$ cat config.mk
export PLATFORM = sky130hd
export DESIGN_NAME = eqcs_ctrl
export DESIGN_NICKNAME = d
export VERILOG_FILES = /design/src/hdl/eqcs_ctrl.v
export VERILOG_INCLUDE_DIRS = /design/src /design/src/common
export SDC_FILE = /design/constraint.sdc
export NUM_CORES = 1
export LEC_CHECK = 0
export ABC_AREA = 1
export BUFFER_PORTS_ARGS = -buffer_cell sky130_fd_sc_hd__buf_2
export CORE_MARGIN = 2
export CORE_UTILIZATION = 25
export CTS_CLUSTER_SIZE = 16
export DETAILED_ROUTE_END_ITERATION = 10
export PLACE_DENSITY_LB_ADDON = 0.05
export SLEW_MARGIN = 0
export SYNTH_ARGS = -nofsm -noshare
export SYNTH_HDL_FRONTEND = slang
export SYNTH_SLANG_ARGS = --single-unit
$ cat constraint.sdc
create_clock -name i_clk -period 2.2 [get_ports i_clk]
set_clock_uncertainty 0.1 [all_clocks]
set_input_delay 0.33 -clock i_clk [delete_from_list [all_inputs] [get_ports i_clk]]
set_output_delay 0.33 -clock i_clk [all_outputs]
set_load 0.01 [all_outputs]
$ cat src/common/eqcs_map.vh
// Contract
// RULE_01: enable high runs all channels normally; low puts them in standby.
// RULE_02: undriven enable reads high, so normal operation is the default.
// RULE_03: one enable acts on all data channels and the clock channel together.
// RULE_04: source select high takes boost level from the three boost pins.
// RULE_05: source select low takes boost level from the serial-bus register.
// RULE_06: undriven source select reads high, so pin boost is default.
// RULE_07: register access allowed only while chip select is high.
// RULE_08: undriven chip select reads low, so register access is off.
// RULE_09: serial clock is gated by chip select; edges ignored while low.
// RULE_10: data line is two-way, driven or released, idles high when undriven; the code never drives it, output enable is held low.
// RULE_11: host supplies the serial clock; device never drives it.
// RULE_12: three-bit code selects one of eight boost levels, pins or register.
// RULE_13: undriven boost pins read low, giving code zero under pin control.
// RULE_14: signal-detect output reports loss of signal on the clock channel.
// RULE_15: enable, source select and boost pins are synchronised before use.
`ifndef EQCS_MAP_VH
`define EQCS_MAP_VH
`define EQCS_BOOST_W      3
`define EQCS_CHAN_N       4
`define EQCS_BOOST_RST    3'h0
`define EQCS_SYNC_STAGES  2
`define EQCS_CHAN_RST     4'hF
`define EQCS_EN_RST       1'h1
`define EQCS_SRC_RST      1'h1
`define EQCS_CS_RST       1'h0
`endif

$ cat src/hdl/eqcs_ctrl.v
`timescale 1ns/100ps
`include "eqcs_map.vh"

module eqcs_ctrl
(
    input  wire                     i_clk,
    input  wire                     i_rst,
    input  wire                     i_ce,
    input  wire                     i_enable,
    input  wire                     i_enable_drv,
    input  wire                     i_boost_source_select,
    input  wire                     i_boost_source_select_drv,
    input  wire                     i_boost_level_bit0,
    input  wire                     i_boost_level_bit1,
    input  wire                     i_boost_level_bit2,
    input  wire [2:0]               i_boost_level_drv,
    input  wire                     i_chip_select,
    input  wire                     i_chip_select_drv,
    input  wire                     i_smbus_clock_pin,
    input  wire                     i_smbus_data_in,
    input  wire                     i_reg_wr,
    input  wire [2:0]               i_reg_boost,
    input  wire                     i_clk_chan_active,
    output reg                      o_smbus_data_out,
    output reg                      o_smbus_data_oe,
    output wire                     o_smbus_clk_gated,
    output reg                      o_reg_access_en,
    output reg  [3:0]               o_chan_enable,
    output reg                      o_standby,
    output reg  [2:0]               o_boost_level,
    output reg  [2:0]               o_reg_boost_q,
    output reg                      o_signal_detect_out
);

    // pull resolution of undriven pins
    wire       en_pin   = i_enable_drv ? i_enable : 1'b1;                 // RULE_02
    wire       src_pin  = i_boost_source_select_drv ? i_boost_source_select : 1'b1; // RULE_06
    wire [2:0] bst_raw  = {i_boost_level_bit2, i_boost_level_bit1, i_boost_level_bit0};
    wire [2:0] bst_pin  = bst_raw & i_boost_level_drv;                     // RULE_13
    wire       cs_pin   = i_chip_select_drv ? i_chip_select : 1'b0;       // RULE_08

    reg        en_meta_r;
    reg        en_sync_r;
    reg        src_meta_r;
    reg        src_sync_r;
    reg  [2:0] bst_meta_r;
    reg  [2:0] bst_sync_r;
    reg        cs_meta_r;
    reg        cs_sync_r;

    // two-stage synchroniser for enable
    always @(posedge i_clk)
    begin
        if (i_rst)
        begin
            en_meta_r <= `EQCS_EN_RST;
            en_sync_r <= `EQCS_EN_RST;
        end
        else if (i_ce)
        begin
            en_meta_r <= en_pin;                                           // RULE_15
            en_sync_r <= en_meta_r;
        end
    end

    // two-stage synchroniser for source select
    always @(posedge i_clk)
    begin
        if (i_rst)
        begin
            src_meta_r <= `EQCS_SRC_RST;
            src_sync_r <= `EQCS_SRC_RST;
        end
        else if (i_ce)
        begin
            src_meta_r <= src_pin;                                         // RULE_15
            src_sync_r <= src_meta_r;
        end
    end

    // two-stage synchroniser for boost pins
    always @(posedge i_clk)
    begin
        if (i_rst)
        begin
            bst_meta_r <= `EQCS_BOOST_RST;
            bst_sync_r <= `EQCS_BOOST_RST;
        end
        else if (i_ce)
        begin
            bst_meta_r <= bst_pin;                                         // RULE_15
            bst_sync_r <= bst_meta_r;
        end
    end

    // two-stage synchroniser for chip select
    always @(posedge i_clk)
    begin
        if (i_rst)
        begin
            cs_meta_r <= `EQCS_CS_RST;
            cs_sync_r <= `EQCS_CS_RST;
        end
        else if (i_ce)
        begin
            cs_meta_r <= cs_pin;
            cs_sync_r <= cs_meta_r;
        end
    end

    wire en_s  = en_sync_r;
    wire src_s = src_sync_r;

    // serial clock only reaches the interface while selected
    assign o_smbus_clk_gated = i_smbus_clock_pin & cs_pin;                 // RULE_09 RULE_11

    reg [2:0] reg_boost_nxt;
    reg [2:0] boost_nxt;

    always @*
    begin
        reg_boost_nxt = o_reg_boost_q;
        if (i_reg_wr && cs_sync_r)
            reg_boost_nxt = i_reg_boost;                                   // RULE_07 RULE_12
        boost_nxt = src_s ? bst_sync_r : o_reg_boost_q;                    // RULE_04 RULE_05
    end

    // boost register, written only while selected
    always @(posedge i_clk)
    begin
        if (i_rst)
        begin
            o_reg_boost_q <= `EQCS_BOOST_RST;
        end
        else if (i_ce)
        begin
            o_reg_boost_q <= reg_boost_nxt;                                // RULE_07
        end
    end

    // applied boost level
    always @(posedge i_clk)
    begin
        if (i_rst)
        begin
            o_boost_level <= `EQCS_BOOST_RST;
        end
        else if (i_ce)
        begin
            o_boost_level <= boost_nxt;                                    // RULE_12
        end
    end

    // one enable for all channels
    always @(posedge i_clk)
    begin
        if (i_rst)
        begin
            o_chan_enable <= `EQCS_CHAN_RST;
        end
        else if (i_ce)
        begin
            o_chan_enable <= {`EQCS_CHAN_N{en_s}};                         // RULE_01 RULE_03
        end
    end

    always @(posedge i_clk)
    begin
        if (i_rst)
        begin
            o_standby <= 1'h0;
        end
        else if (i_ce)
        begin
            o_standby <= ~en_s;                                            // RULE_01
        end
    end

    always @(posedge i_clk)
    begin
        if (i_rst)
        begin
            o_reg_access_en <= 1'h0;
        end
        else if (i_ce)
        begin
            o_reg_access_en <= cs_sync_r;                                  // RULE_07
        end
    end

    // detect held low in standby
    always @(posedge i_clk)
    begin
        if (i_rst)
        begin
            o_signal_detect_out <= 1'h0;
        end
        else if (i_ce)
        begin
            o_signal_detect_out <= en_s & i_clk_chan_active;               // RULE_14
        end
    end

    // data line released (pulled high); no read engine drives it
    always @(posedge i_clk)
    begin
        if (i_rst)
        begin
            o_smbus_data_out <= 1'h0;
            o_smbus_data_oe  <= 1'h0;
        end
        else if (i_ce)
        begin
            o_smbus_data_out <= 1'h0;
            o_smbus_data_oe  <= cs_sync_r & ~i_smbus_data_in & 1'h0;       // RULE_10
        end
    end

endmodule // eqcs_ctrl

==> results.tsv <==
stage	metric	value	unit
timing	grt_setup_unrepaired	no	
clock_tree	cts_resized	0	
setup_path	cp_slowest_stage_delay	0.38	ns
setup_path	rrSetupSlack	1.26	ns
detailed_routing	drt-pass1-iter-count	2	
timing	hold_slack	0.1898	ns
place	portBuffers	34	
timing	tightest_slew	0.5106	ns
setup_path	path_cells	buf_2	
timing	finalSetupViolCount	0	
floorplan	dieArea	4222	um^2
layout	final-instance-count-excl-fill	201	
logic_synthesis	synthCells	124	
min_path	min_path_type	input pin to flip-flop	
clock_tree	cts_setup_buffers	0	
timing	final_critical_path_setup_slack	0.9882	ns
setup_path	cp-end-kind	primary output	
pwr	ir_drop	237.8	uV
layout	nets	176	
place	dp.cells	197	
global_route	grt_use_met1	12.71	%
setup_path	crit_buf_inv	1	
clock_tree	h-tree-depth	1	
global_route	grt_pass1_vias	738	
detailed_routing	drc	0	
timing	hold_viol_final	0	
logic_synthesis	yosys_warnings	0	
global_route	busiest_layer	met2	
detailed_routing	avgViaCountPerCell	4.050	
global_route	grt_pass1_wl	3.263	mm
global_route	grt_use_met2	15.59	%
logic_synthesis	ys_seq_area_share	47.38	%
flow_run	drv_cap	0	
run_status	status	finished, final reports clean	
clock_tree	cts_buffers	3	
global_route	grt_use_met3	2.257	%
global_route	grt-ovfl-total	0	
setup_path	cp.arrival	0.78	ns
setup_path	crit_type	flip-flop to primary output	
detailed_routing	ant_nets	0	
logic_synthesis	synthesis.area	929.6	um^2
pwr	leakagePower	0.5815	nW
clock_tree	ctsHoldBuffers	0	
setup_path	cp-start-kind	flip-flop	
clock_tree	clockRootBuffer	clkbuf_8	
clock_tree	clkLatencyLatePin	0.26	ns
detailed_routing	routedWlPerCell	9.647	um
timing	drv_slew	0	
setup_path	critPathTopFamily	flip-flops	
global_route	grtUsageTotal	10.01	%
floorplan	row_count	22	
clock_tree	cts_max_path_buffers	2	
timing	final.setup.tns	0	ns
timing	finalCriticalPeriod	1.212	ns
detailed_routing	drt_iter0_markers	40	
place	dp_slack	0.7680	ns
setup_path	crit_path_top_delay_cell	dfxtp_1	
logic_synthesis	synth_cell_type_count	14	
pwr	power	816.7	uW
detailed_routing	drt-total-wl	1.939	mm
floorplan	top_level_ports	38	
logic_synthesis	syn_avg_cell_area	7.497	um^2
pwr	power_density	726.1	nW/um^2
timing	slew_headroom	65.96	%
floorplan	die_h	64.98	um
timing	min_period_over_period	55.08	%
floorplan	coreArea	3606	um^2
timing	timing.fmax	0.8252	GHz
floorplan	die_w	64.98	um
clock_tree	cts_num_sinks	22	
layout	drive_above_1_share	28.76	%
setup_path	cp_num_cells	1	
logic_synthesis	synth_seq_cells	22	
global_route	antenna_found_initial	0	
layout	area_delta_synth_final	21.00	%
setup_path	cp_max_fo	5	
clock_tree	cts_tree	built	
global_route	grt_start_max_net_pins	28	
setup_path	worst-r2r-cell-count	4	
place	gp_congestion	0.7060	
place	hpwl	1.348	mm
detailed_routing	vias	814	
floorplan	initial_utilization	25.78	%
layout	n_antenna_cell	0	
clock_tree	clk_pin_slew	0.08	ns
setup_path	crit_required	1.77	ns
min_path	hold_depth	3	
[layout make-up]
class	instances	area [um^2]
inverter	13	48.80
tap	48	60.06
clock buffer	4	55.05
timing repair buffer	34	170.2
multi-input combinational	80	350.3
sequential	22	440.4
fill	415	2481
[final timing paths]
check                                                   start                             to
worst min register to register              en_s$_SDFFE_PP1P_              en_s$_SDFFE_PP1P_
worst max-delay path            o_chan_enable[0]$_SDFFE_PP1P_               o_chan_enable[3]
worst min-delay path                           i_reg_boost[0]  o_reg_boost_q[0]$_SDFFE_PP0P_
worst max register to register         cs_sync_r$_SDFFE_PP0P_  o_reg_boost_q[1]$_SDFFE_PP0P_
[synth_stat cells]
| cell type | number | share of area [%] |
|---|---|---|
| buf_6 | 5 | 6.1 |
| buf_4 | 5 | 4.0 |
| nand3_1 | 7 | 3.8 |
| nand3_2 | 1 | 1.1 |
| nand2_1 | 26 | 10 |
| o21ai_0 | 8 | 4.3 |
| a21oi_1 | 7 | 3.8 |
| conb_1 | 1 | 0.40 |
| inv_1 | 11 | 4.4 |
| inv_2 | 2 | 0.81 |
| nor2_1 | 25 | 10 |
| o21ai_1 | 1 | 0.54 |
| o21ai_2 | 3 | 2.8 |
| dfxtp_1 | 22 | 47 |
[stage by stage]
stage,cell area [um^2],util (%)
after floorplan,933.4,-
after global placement,1070,29.67
after detailed placement,1070,29.67
after CTS,1125,31.19
after global routing,1125,31.19
final,1125,31.19
[layout by cell type, fill, tap and decap left out]
master | netlist | final
a21oi_1 | 7 | 7
buf_2 | 0 | 34
clkbuf_8 | 0 | 4
conb_1 | 1 | 2
dfxtp_1 | 22 | 22
inv_1 | 11 | 11
inv_2 | 2 | 2
nand2_1 | 26 | 26
nand3_1 | 7 | 7
nand3_2 | 1 | 1
nor2_1 | 25 | 25
o21ai_0 | 8 | 8
o21ai_1 | 1 | 1
o21ai_2 | 3 | 3
[state kept, by name, summed over array words and instances (netlist names), 3 cells and up]
| register | flops |
|---|---|
| bst_meta_r | 3 |
| bst_sync_r | 3 |
| o_boost_level | 3 |
| o_reg_boost_q | 3 |
[cell families after synthesis]
kind of cell | synth area share, %
and+or+nand+nor | 25.44
buffers and inverters | 15.34
DFF | 47.38
AOI/OAI and AO/OA | 11.44
other | 0.4034
[power by group]
group | leakage (nW) | internal (mW) | switching, mW
logic | 0.372 | 0.0408 | 0.0562
registers | 0.181 | 0.420 | 0.0122
clock network | 0.0288 | 0.159 | 0.128
[metal layers]
metal  vias up  wire [um]
li1        434          -
met1       355        998
met2        21        807
met3         4         94
met4         0         39
met5         -          0
No activity file was read; power rests on OpenSTA's default activity.
